`src/design/flash_cmd_regs.svh`:
```
`ifndef FLASH_CMD_REGS_SVH
`define FLASH_CMD_REGS_SVH

// ************************************************
// register map (byte addresses)
// ************************************************
`define FL_STATUS_OFS 12'h000
`define FL_COMMAND_OFS 12'h004
`define FL_ADDR_OFS 12'h008
`define FL_DIV_OFS 12'h00C
`define FL_ENGINE_OFS 12'h010

// ************************************************
// field positions and codes
// ************************************************
`define FL_BIT_CBEF 7
`define FL_BIT_CCF 6
`define FL_BIT_PVIOL 5
`define FL_BIT_ACCERR 4
`define FL_BIT_BLANK 2
`define FL_CMD_VERIFY 7'h05
`define FL_CMD_PROG 7'h20
`define FL_CMD_BURST 7'h25
`define FL_CMD_SECTOR 7'h40
`define FL_CMD_MASS 7'h41
`define FL_STATUS_RST 8'hC0
`define FL_DIV_RST 8'h00
`define FL_BUSY_CYCLES 16'h0010

`endif

```
`src/design/flash_cmd_pkg.sv`:
```
package flash_cmd_pkg;
  typedef enum logic [1:0] {
    SEQ_IDLE = 2'b00,
    SEQ_ADDR = 2'b01,
    SEQ_CMD = 2'b10
  } seq_state_t;
  typedef enum logic [1:0] {
    ENG_IDLE = 2'b00,
    ENG_RUN = 2'b01
  } eng_state_t;
endpackage

```
`src/design/flash_cmd_engine.sv`:
```
`timescale 1ns/1ps
`default_nettype none
`include "flash_cmd_regs.svh"
module flash_cmd_engine
  import flash_cmd_pkg::*;
#(
  parameter int CNT_W = 16
) (
  input wire logic clk_i,
  input wire logic rst_i,
  input wire logic start_i,
  input wire logic [CNT_W-1:0] cycles_i,
  output logic busy_o,
  output logic done_o
);
  typedef struct packed {
    eng_state_t st;
    logic [CNT_W-1:0] cnt;
    logic done;
  } eng_t;
  eng_t q_r, q_nxt;

  // stand-in timer for the program/erase algorithm
  always_comb begin
    q_nxt = q_r;
    q_nxt.done = 1'b0;
    unique case (q_r.st)
      ENG_IDLE: begin
        if (start_i) begin
          q_nxt.st = ENG_RUN;
          q_nxt.cnt = cycles_i;
        end
      end
      ENG_RUN: begin
        if (q_r.cnt <= {{(CNT_W-1){1'b0}}, 1'b1}) begin
          q_nxt.st = ENG_IDLE;
          q_nxt.done = 1'b1;
        end else begin
          q_nxt.cnt = q_r.cnt - {{(CNT_W-1){1'b0}}, 1'b1};
        end
      end
      // spare state code: fall back to idle
      default: begin
        q_nxt.st = ENG_IDLE;
      end
    endcase
  end

  always_ff @(posedge clk_i) begin
    if (rst_i) begin
      q_r <= '{st: ENG_IDLE, cnt: '0, done: 1'b0};
    end else begin
      q_r <= q_nxt;
    end
  end

  assign busy_o = (q_r.st == ENG_RUN);
  assign done_o = q_r.done;
endmodule
`default_nettype wire

```
`src/design/flash_cmd_status_regs.sv`:
```
`timescale 1ns/1ps
`default_nettype none
`include "flash_cmd_regs.svh"
module flash_cmd_status_regs
  import flash_cmd_pkg::*;
#(
  parameter logic [15:0] BUSY_CYCLES = `FL_BUSY_CYCLES
) (
  input wire logic clk_i,
  input wire logic rst_i,
  // axi4-lite slave
  input wire logic [11:0] s_axi_awaddr,
  input wire logic s_axi_awvalid,
  output logic s_axi_awready,
  input wire logic [31:0] s_axi_wdata,
  input wire logic [3:0] s_axi_wstrb,
  input wire logic s_axi_wvalid,
  output logic s_axi_wready,
  output logic [1:0] s_axi_bresp,
  output logic s_axi_bvalid,
  input wire logic s_axi_bready,
  input wire logic [11:0] s_axi_araddr,
  input wire logic s_axi_arvalid,
  output logic s_axi_arready,
  output logic [31:0] s_axi_rdata,
  output logic [1:0] s_axi_rresp,
  output logic s_axi_rvalid,
  input wire logic s_axi_rready,
  // side signals to and from the rest of the flash module
  input wire logic protect_hit_i,
  input wire logic verify_blank_i,
  input wire logic cpu_stop_i,
  output logic busy_o
);
  // ************************************************
  // state
  // ************************************************
  typedef struct packed {
    logic aw_got;
    logic [11:0] awaddr;
    logic w_got;
    logic [31:0] wdata;
    logic [3:0] wstrb;
    logic bvalid;
    logic [1:0] bresp;
    logic rvalid;
    logic [31:0] rdata;
    logic [1:0] rresp;
    logic cbef;
    logic ccf;
    logic pviol;
    logic accerr;
    logic blank;
    logic [6:0] cmd;
    seq_state_t seq;
    logic div_loaded;
    logic [7:0] div;
    logic pend;
    logic [6:0] pend_cmd;
    logic [6:0] act_cmd;
    logic eng_start;
    logic busy;
    logic stop_s1;
    logic stop_s2;
    logic stop_s3;
  } regs_t;
  regs_t q_r, q_nxt;

  logic eng_busy;
  logic eng_done;

  // ************************************************
  // helpers
  // ************************************************
  function automatic logic cmd_valid(input logic [6:0] c);
    return (c == `FL_CMD_VERIFY) || (c == `FL_CMD_PROG) || (c == `FL_CMD_BURST) ||
           (c == `FL_CMD_SECTOR) || (c == `FL_CMD_MASS);
  endfunction

  function automatic logic is_alter(input logic [6:0] c);
    return c != `FL_CMD_VERIFY;
  endfunction

  function automatic logic [7:0] status_byte(input regs_t s);
    logic [7:0] b;
    b = 8'h00;
    b[`FL_BIT_CBEF] = s.cbef;
    b[`FL_BIT_CCF] = s.ccf;
    b[`FL_BIT_PVIOL] = s.pviol;
    b[`FL_BIT_ACCERR] = s.accerr;
    b[`FL_BIT_BLANK] = s.blank;
    return b;
  endfunction

  flash_cmd_engine #(
    .CNT_W(16)
  ) u_engine (
    .clk_i(clk_i),
    .rst_i(rst_i),
    .start_i(q_r.eng_start),
    .cycles_i(BUSY_CYCLES),
    .busy_o(eng_busy),
    .done_o(eng_done)
  );

  // ************************************************
  // next state
  // ************************************************
  always_comb begin
    logic wr_go;
    logic [7:0] wb;
    logic blocked;
    logic launch;
    wr_go = 1'b0;
    wb = 8'h00;
    blocked = 1'b0;
    launch = 1'b0;
    q_nxt = q_r;
    q_nxt.eng_start = 1'b0;
    // stop pin crosses from cpu core domain
    q_nxt.stop_s1 = cpu_stop_i;
    q_nxt.stop_s2 = q_r.stop_s1;
    q_nxt.stop_s3 = q_r.stop_s2;

    // write channel capture, either order
    if (s_axi_awvalid && !q_r.aw_got) begin
      q_nxt.aw_got = 1'b1;
      q_nxt.awaddr = s_axi_awaddr;
    end
    if (s_axi_wvalid && !q_r.w_got) begin
      q_nxt.w_got = 1'b1;
      q_nxt.wdata = s_axi_wdata;
      q_nxt.wstrb = s_axi_wstrb;
    end
    if (q_r.bvalid && s_axi_bready) begin
      q_nxt.bvalid = 1'b0;
    end
    wr_go = q_r.aw_got && q_r.w_got && !q_r.bvalid;
    wb = q_r.wstrb[0] ? q_r.wdata[7:0] : 8'h00;
    blocked = q_r.pviol || q_r.accerr;

    // engine finished: fetch pending command or report completion
    if (eng_done) begin
      if (q_r.pend) begin
        q_nxt.pend = 1'b0;
        q_nxt.act_cmd = q_r.pend_cmd;
        q_nxt.eng_start = 1'b1;
        q_nxt.cbef = 1'b1;
      end else begin
        q_nxt.busy = 1'b0;
        q_nxt.cbef = 1'b1;
        q_nxt.ccf = 1'b1;
        if (q_r.act_cmd == `FL_CMD_VERIFY) begin
          q_nxt.blank = verify_blank_i;
        end
      end
    end

    // stop executed while a command runs
    if (q_r.stop_s2 && !q_r.stop_s3 && !q_r.ccf) begin
      q_nxt.accerr = 1'b1;
    end

    if (wr_go) begin
      q_nxt.aw_got = 1'b0;
      q_nxt.w_got = 1'b0;
      q_nxt.bvalid = 1'b1;
      q_nxt.bresp = 2'b00;
      unique case (q_r.awaddr[11:2])
        `FL_ADDR_OFS >> 2: begin
          // array address write opens the sequence
          if (q_r.seq == SEQ_IDLE && q_r.cbef && !blocked) begin
            q_nxt.seq = SEQ_ADDR;
            if (protect_hit_i) begin
              q_nxt.pviol = 1'b1;
              q_nxt.seq = SEQ_IDLE;
            end
          end else if (q_r.seq != SEQ_IDLE) begin
            q_nxt.accerr = 1'b1;
            q_nxt.seq = SEQ_IDLE;
          end
        end
        `FL_COMMAND_OFS >> 2: begin
          if (q_r.seq == SEQ_ADDR && q_r.wstrb[0]) begin
            q_nxt.cmd = wb[6:0];
            if (!cmd_valid(wb[6:0])) begin
              q_nxt.accerr = 1'b1;
              q_nxt.seq = SEQ_IDLE;
            end else begin
              q_nxt.seq = SEQ_CMD;
            end
          end else if (q_r.seq != SEQ_IDLE) begin
            q_nxt.accerr = 1'b1;
            q_nxt.seq = SEQ_IDLE;
          end
        end
        `FL_DIV_OFS >> 2: begin
          // writable once and only with no access error
          if (!q_r.div_loaded && !q_r.accerr && q_r.wstrb[0]) begin
            q_nxt.div = wb;
            q_nxt.div_loaded = 1'b1;
          end
        end
        `FL_STATUS_OFS >> 2: begin
          if (q_r.wstrb[0]) begin
            if (wb[`FL_BIT_CBEF]) begin
              launch = (q_r.seq == SEQ_CMD) && !blocked;
              if (q_r.seq != SEQ_IDLE && !launch) begin
                q_nxt.accerr = 1'b1;
                q_nxt.seq = SEQ_IDLE;
              end
            end else if (q_r.seq != SEQ_IDLE) begin
              q_nxt.accerr = 1'b1;
              q_nxt.seq = SEQ_IDLE;
            end
            // zero written while idle: no effect at all
            // violation only sets on an array write, never here
            if (wb[`FL_BIT_PVIOL]) begin
              q_nxt.pviol = 1'b0;
            end
            // set wins: a stop edge in the same cycle keeps the error
            if (wb[`FL_BIT_ACCERR] && q_r.accerr && !(q_r.stop_s2 && !q_r.stop_s3 && !q_r.ccf)) begin
              q_nxt.accerr = 1'b0;
            end
          end
        end
        default: begin
          q_nxt.bresp = 2'b10;
        end
      endcase
    end

    if (launch) begin
      q_nxt.seq = SEQ_IDLE;
      q_nxt.cbef = 1'b0;
      q_nxt.ccf = 1'b0;
      q_nxt.blank = 1'b0;
      if (!q_r.div_loaded) begin
        q_nxt.accerr = 1'b1;
        q_nxt.cbef = 1'b1;
        q_nxt.ccf = 1'b1;
      end else if (q_r.busy) begin
        // any command may queue behind a running burst
        q_nxt.pend = 1'b1;
        q_nxt.pend_cmd = q_r.cmd;
      end else begin
        q_nxt.busy = 1'b1;
        q_nxt.act_cmd = q_r.cmd;
        q_nxt.eng_start = 1'b1;
        q_nxt.cbef = is_alter(q_r.cmd) && (q_r.cmd == `FL_CMD_BURST);
      end
    end

    // read channel
    if (q_r.rvalid && s_axi_rready) begin
      q_nxt.rvalid = 1'b0;
    end
    if (s_axi_arvalid && !q_r.rvalid) begin
      q_nxt.rvalid = 1'b1;
      q_nxt.rresp = 2'b00;
      unique case (s_axi_araddr[11:2])
        `FL_STATUS_OFS >> 2: q_nxt.rdata = {24'h000000, status_byte(q_r)};
        `FL_COMMAND_OFS >> 2: q_nxt.rdata = {25'h0000000, q_r.cmd};
        `FL_ADDR_OFS >> 2: q_nxt.rdata = 32'h00000000;
        `FL_DIV_OFS >> 2: q_nxt.rdata = {23'h000000, q_r.div_loaded, q_r.div};
        `FL_ENGINE_OFS >> 2: q_nxt.rdata = {30'h00000000, q_r.pend, eng_busy};
        default: begin
          q_nxt.rdata = 32'h00000000;
          q_nxt.rresp = 2'b10;
        end
      endcase
    end
  end

  // ************************************************
  // registers
  // ************************************************
  always_ff @(posedge clk_i) begin
    if (rst_i) begin
      q_r <= '0;
      q_r.cbef <= 1'b1;
      q_r.ccf <= 1'b1;
      q_r.seq <= SEQ_IDLE;
      q_r.div <= `FL_DIV_RST;
    end else begin
      q_r <= q_nxt;
    end
  end

  assign s_axi_awready = !q_r.aw_got;
  assign s_axi_wready = !q_r.w_got;
  assign s_axi_bvalid = q_r.bvalid;
  assign s_axi_bresp = q_r.bresp;
  assign s_axi_arready = !q_r.rvalid;
  assign s_axi_rvalid = q_r.rvalid;
  assign s_axi_rdata = q_r.rdata;
  assign s_axi_rresp = q_r.rresp;
  assign busy_o = q_r.busy;
endmodule
`default_nettype wire

```
`config.mk`:
```
export PLATFORM = sky130hd
export DESIGN_NAME = flash_cmd_status_regs
export DESIGN_NICKNAME = d
export VERILOG_FILES = /design/src/design/flash_cmd_pkg.sv /design/src/design/flash_cmd_engine.sv /design/src/design/flash_cmd_status_regs.sv
export VERILOG_INCLUDE_DIRS = /design/src /design/src/design
export SDC_FILE = /design/constraint.sdc
export NUM_CORES = 1
export LEC_CHECK = 0
export ABC_AREA = 1
export CAP_MARGIN = 15
export CORE_MARGIN = 4
export CORE_UTILIZATION = 35
export CTS_CLUSTER_SIZE = 10
export DETAILED_ROUTE_END_ITERATION = 8
export DONT_BUFFER_PORTS = 1
export PLACE_DENSITY = 0.5
export SETUP_SLACK_MARGIN = 0.05
export SYNTH_ARGS = -nofsm -noshare
export SYNTH_HDL_FRONTEND = slang
export SYNTH_SLANG_ARGS = --single-unit
```
`constraint.sdc`:
```
create_clock -name clk_i -period 2.7 [get_ports clk_i]
set_clock_uncertainty 0.1 [all_clocks]
set_input_delay 0.27 -clock clk_i [delete_from_list [all_inputs] [get_ports clk_i]]
set_output_delay 0.27 -clock clk_i [all_outputs]
set_load 0.05 [all_outputs]
```
; Yosys cells after proc, flatten, opt, wreduce, memory -nomap -nowiden
; Cells that the tools add are included.
[word_totals]
register_bits = 123
in_bits = 70
output_inout_bits = 42
elab_cells = 182
[classes]
addsub = 1
magnitude_cmp = 1
n_eq_ne = 27
muxes = 61
n_bitwise = 2
reduce_logical = 60
[ops]
columns = op, n
row1 = 10-bit by 2-bit == test with 1-bit output (second input constant), 4
row2 = 9-bit one-hot mux with 4 select lines, 1
row3 = 35-bit two-way mux, 1
row4 = 17-bit two-way mux, 2
row5 = 16-bit one-hot mux with 2 select lines, 1
row6 = 1-bit two-way mux, 30
row7 = 2-bit two-way mux, 14
row8 = 8-bit two-way mux, 3
row9 = 7-bit by 6-bit == test with 1-bit output (second input constant), 3
row10 = 10-bit by 1-bit == test with 1-bit output (second input constant), 2
row11 = 10-bit zero test, 2
row12 = 1-bit logical AND, 19
row13 = 18-bit two-way mux, 1
row14 = 9-bit two-way mux, 2
row15 = 16-bit by 1-bit <= comparator with 1-bit output (second input constant), 1
row16 = 16-bit two-way mux, 1
row17 = 16-bit by 1-bit subtractor with 16-bit output (second input constant), 1
row18 = 3-bit AND reduction, 5
row19 = 7-bit by 3-bit == test with 1-bit output (second input constant), 2
row20 = 7-bit == test (second input constant), 2
row21 = 2-bit inequality test (second input constant), 6
row22 = 2-bit nonzero test, 6
row23 = 1-bit zero test, 11
row24 = 10-bit by 3-bit == test with 1-bit output (second input constant), 1
row25 = 20 further kinds, 31

; Longest topological paths before layout
[depth]
ltp_word = 13
ltp_mapped = 12

; Modules after synthesis
; From an unflattened synthesis, not the netlist that was laid out.
[unflattened]
hier_cells = 727
area_unflattened_um2 = 4944.7
[by_module_without_submodules]
columns = module, n_inst, cells_per_inst, area_each_um2, seq_area_each_um2
row1 = flash_cmd_status_regs, 1, 530, 3734.8, 1541.5
row2 = flash_cmd_engine, 1, 197, 1209.9, 360.3

; Worst setup path after synthesis
; Ideal clock, no wire load.
[synth_timing]
path_kind = reg2reg
from = reg q_r (netlist bit s_axi_bvalid)
to = reg q_r[12] in the netlist's numbering
setup_time_ns = 0.113
t_arrival_ns = 1.635
t_required_ns = 2.487
path_slack_ns = 0.852
stages_incl_launch_ff = 10
n_path_buf = 1
path_cell_list = dfxtp_1 > nor3_4 > nand3_2 > nor2_4 > nand2_4 > inv_2 > nand2_4 > buf_6 > nor2_1 > nor2_1
[synth_via]
elab_chain_len = 4
[synth_lines]
columns = item, line_no
row1 = from (decl), flash_cmd_status_regs.sv:67  ; regs_t q_r, q_nxt;
row2 = from (signal assigned), flash_cmd_status_regs.sv:286  ; q_r <= q_nxt;
row3 = 1-bit zero test, flash_cmd_status_regs.sv:138  ; wr_go = q_r.aw_got && q_r.w_got && !q_r.bvalid;
row4 = 1-bit logical AND, flash_cmd_status_regs.sv:138
row5 = 1-bit two-way mux, flash_cmd_status_regs.sv:164  ; if (wr_go) begin
row6 = 3-bit AND reduction (no line), n/a
; Every way passes these cells.
; A chain may end at the register's enable or synchronous reset.

; Final worst setup path
[layout_timing]
from = reg q_r[130] in the netlist's numbering
to = reg q_r[6] in the netlist's numbering
[layout_via]
elab_chain_len = 4
[layout_lines]
columns = item, line_no
row1 = 1-bit logical AND (2 in a row), flash_cmd_status_regs.sv:138
row2 = 1-bit two-way mux, flash_cmd_status_regs.sv:164
row3 = 17-bit two-way mux, flash_cmd_status_regs.sv:233  ; if (launch) begin
; Every way passes these cells.

==> results.md <==
- Int Pwr: between 2 and 2.5 mW
- Routed wire length: 11300 um
- Largest net degree at the start of global routing: a little under 60
- Synth cell types: 40
- Layout cells sized above 1: ~6%
- Mapped Cells: 702
- Starting DRT DRC Count: ~270
- Clock-pin transition on the worst setup and hold timing paths: roughly 0.070 ns
- Min Clock Period, post-route: 2.10 ns
- Setup CP Type: flop to flop
- Slowest stage delay, CP: roughly 0.42 ns
- Startpoint types: flop
- H-tree depth: 3
- Max-slew violation count: 0
- Tcrit/Tclk final: 77.9%
- Global-route wire length before repair: around 19000 um
- # DRC: 0
- Area Overhead vs Synth: 8.98%
- Clock root buffer: clkbuf_16
- Total die area: approximately 16000 um^2
- Vias/cell: 4.71
- Vias in the first global route: between 3000 and 4000
- Worst Path Required: 2.88 ns
- Clock power share: between 40% and 50%
- Avg Inst Size Synth: roughly 6.8 um^2
- Cell area after synthesis: between 4000 and 5000 um^2
- Switch share: ~28%
- Cell with the most instances after synthesis: nand2_1
- Initial antenna violation count: 0
- Area share of fa/ha/maj cells after synthesis: less than 1%
- Tot GR Track Use: 15.0%
- Final setup viols: 0
- Status: complete, no violations
- IO Count: approximately 110
- CTS tree: done
- DR WL/cell: 12.8 um
- DRT antenna net count: 0
- Top FF cell, synth: dfxtp_1
- Initial core utilization: 35.8%
- Slew headroom: a little under a quarter
- Vias: between 4000 and 5000
- Slowest CP cell: nor2_2
- Drt pass-1 iters: 5
- CP arrival: ~2.3 ns
- Synth warn: 0
- Nets: 775
- Post-Synth Simple-Gate Area: approximately 29%
- Clock buffer depth: 2
- Antenna cells: 0
- Buffers on Ports: 0
- Largest family of logic cells by synthesized area: simple AND/OR/NAND/NOR gates
- Worst setup EP type: flop
- Number of synthesized flops with an enable pin: 0
- DP HPWL: 8330 um
- Clock Latency Late Sink: ~0.35 ns
- CP Cell Sequence: inv_1, nor3_4, nand3_2, nor2_4, nand2_4, nor2_2, o21ai_0, a21oi_1
- Hold WC Path Type: input pin to flop
- Max Clock Freq: between 400 and 500 MHz
- Synth top cells by count: nand2_1, nor2_1, dfxtp_1, inv_1, a21oi_1
- Die Height: around 120 um
- Post-synth top area share: around 40%
- Pwr per Cell Area: roughly 570 nW/um^2
- Worst-margin pin slew: 1.15 ns
- CTS Buf Count: 9
- Post-place setup slack: around 0.60 ns
- Max VDD drop: 0.393 mV
- Die width: between 100 and 150 um
- Seq pwr share: 49.5%
- Logic pwr share: about 9.7%
- Fin. Hold Viols: 0
- Cell accounting for the most synthesized area: dfxtp_1
- Fillers: between 1000 and 1500
- Setup TNS: 0 ns
- Sink Count: 95
- Sequential share of the synthesized area: about two fifths
- Leakage power: between 2 and 2.5 nW
- Largest cells by area after synthesis: dfxtp_1, nand2_1, nor2_1, inv_1, a21oi_1
- Flops & latches, synth: 95
- Max Cap Viol: 0
- Crit Path Max Fanout: 12
- GPL Wtd Cong: 0.825
- Mux share of post-synthesis cell area: 0%
- NetSw: approximately 840 uW
- Final worst slack: just under 0.6 ns
- Core area: 13300 um^2
- Xor/xnor cell area share of the yosys netlist: less than 1%
- Compound-gate portion of the synthesized area: between 10% and 20%
- Unrepaired setup endpoints after global routing: no
- GRT overflow: 0
- Row count: 42
- FFs w/ async S/R, synth: 0%
stage by stage:
step / cell area [um^2] / utilization (%) / instances / hold slack [ns] / total power, mW
final: 5180 / 39.0 / 884 / 0.0225 / 2.98
after global placement: 4760 / 35.8 / 854 / 0.244 / 1.77
after CTS: 5180 / 39.0 / 884 / 0.00349 / 3.03
after detailed placement: 4760 / 35.8 / 854 / 0.245 / 1.77
after floorplan: 4840 / - / 726 / 0.277 / 1.76
after global routing: 5180 / 39.0 / 884 / 0.0196 / 3.12
cell families (layout without fill, tap and decap cells):
kind of cell,count (synthesis),count (layout)
compound gates,136,136
buf+inv,147,129
xor+xnor,5,5
simple gates,316,316
other cells,1,25
fa+ha+maj,2,2
flops,95,95
final timing paths:
kind	cells after the start	to	startpoint	slack [ns]
worst max-delay path	8	q_r[6]	q_r[130]	0.60
worst min register to register	2	q_nxt[0]	q_nxt[1]	0.31
worst min-delay path	2	q_r[91]	s_axi_wdata[6]	0.02
worst max register to register	8	q_r[6]	q_r[130]	0.60
state kept, by name (all words and copies together) (netlist names), 2 cells and up:
register	cells
q_r	61
s_axi_rdata	9
u_engine.q_r	17
q_nxt	2
per-layer routing:
| layer | global-route usage [%] | part of all wire (%) | vias to the layer above |
|---|---|---|---|
| met5 | 0 | 0 | - |
| met2 | 22.9 | 42 | 125 |
| met1 | 20.5 | 50 | 1853 |
| met3 | 4.97 | 6.7 | 11 |
| met4 | 3.74 | 1.2 | 0 |
| li1 | - | - | 2175 |
area by class of cell:
class	instances	area [um^2]	area share, %
timing repair buffer	21	193	3.72
tap	176	220	4.25
inverter	92	345	6.67
clock buffer	9	225	4.35
clock inverter	7	58.8	1.14
multi-input combinational	484	2240	43.2
sequential	95	1900	36.7
power by group through the flow:
| stage | Combinational, mW | Sequential, mW | Clock (mW) |
|---|---|---|---|
| final | 0.289 | 1.47 | 1.21 |
| after global routing | 0.322 | 1.48 | 1.32 |
| after CTS | 0.290 | 1.47 | 1.26 |
| after detailed placement | 0.266 | 1.51 | 0 |
| after global placement | 0.264 | 1.51 | 0 |
| after floorplan | 0.274 | 1.49 | 0 |
cell usage in the layout (no fill, tap or decap), types with 9 or more instances in the layout:
cell / instances
a21oi_1: 61
clkbuf_16: 9
conb_1: 25
dfxtp_1: 95
dlygate4sd3_1: 14
inv_1: 89
nand2_1: 139
nand3_1: 38
nor2_1: 104
o21ai_0: 56
worst max-delay path, delay by kind of cell, from the launching register on:
family | cells | cell delay, ns
compound gates | 2 | 0.29
flops | 1 | 0.33
simple gates | 5 | 1.08
buf+inv | 1 | 0.24
repair_timing:
action	4_1_cts	5_1_grt
setup buffers	0	0
endpoints found under the hold margin	41	0
endpoints found under the setup margin	0	0
resized for setup	0	0
hold buffers	14	0
Power figures use the tool's default switching activity.
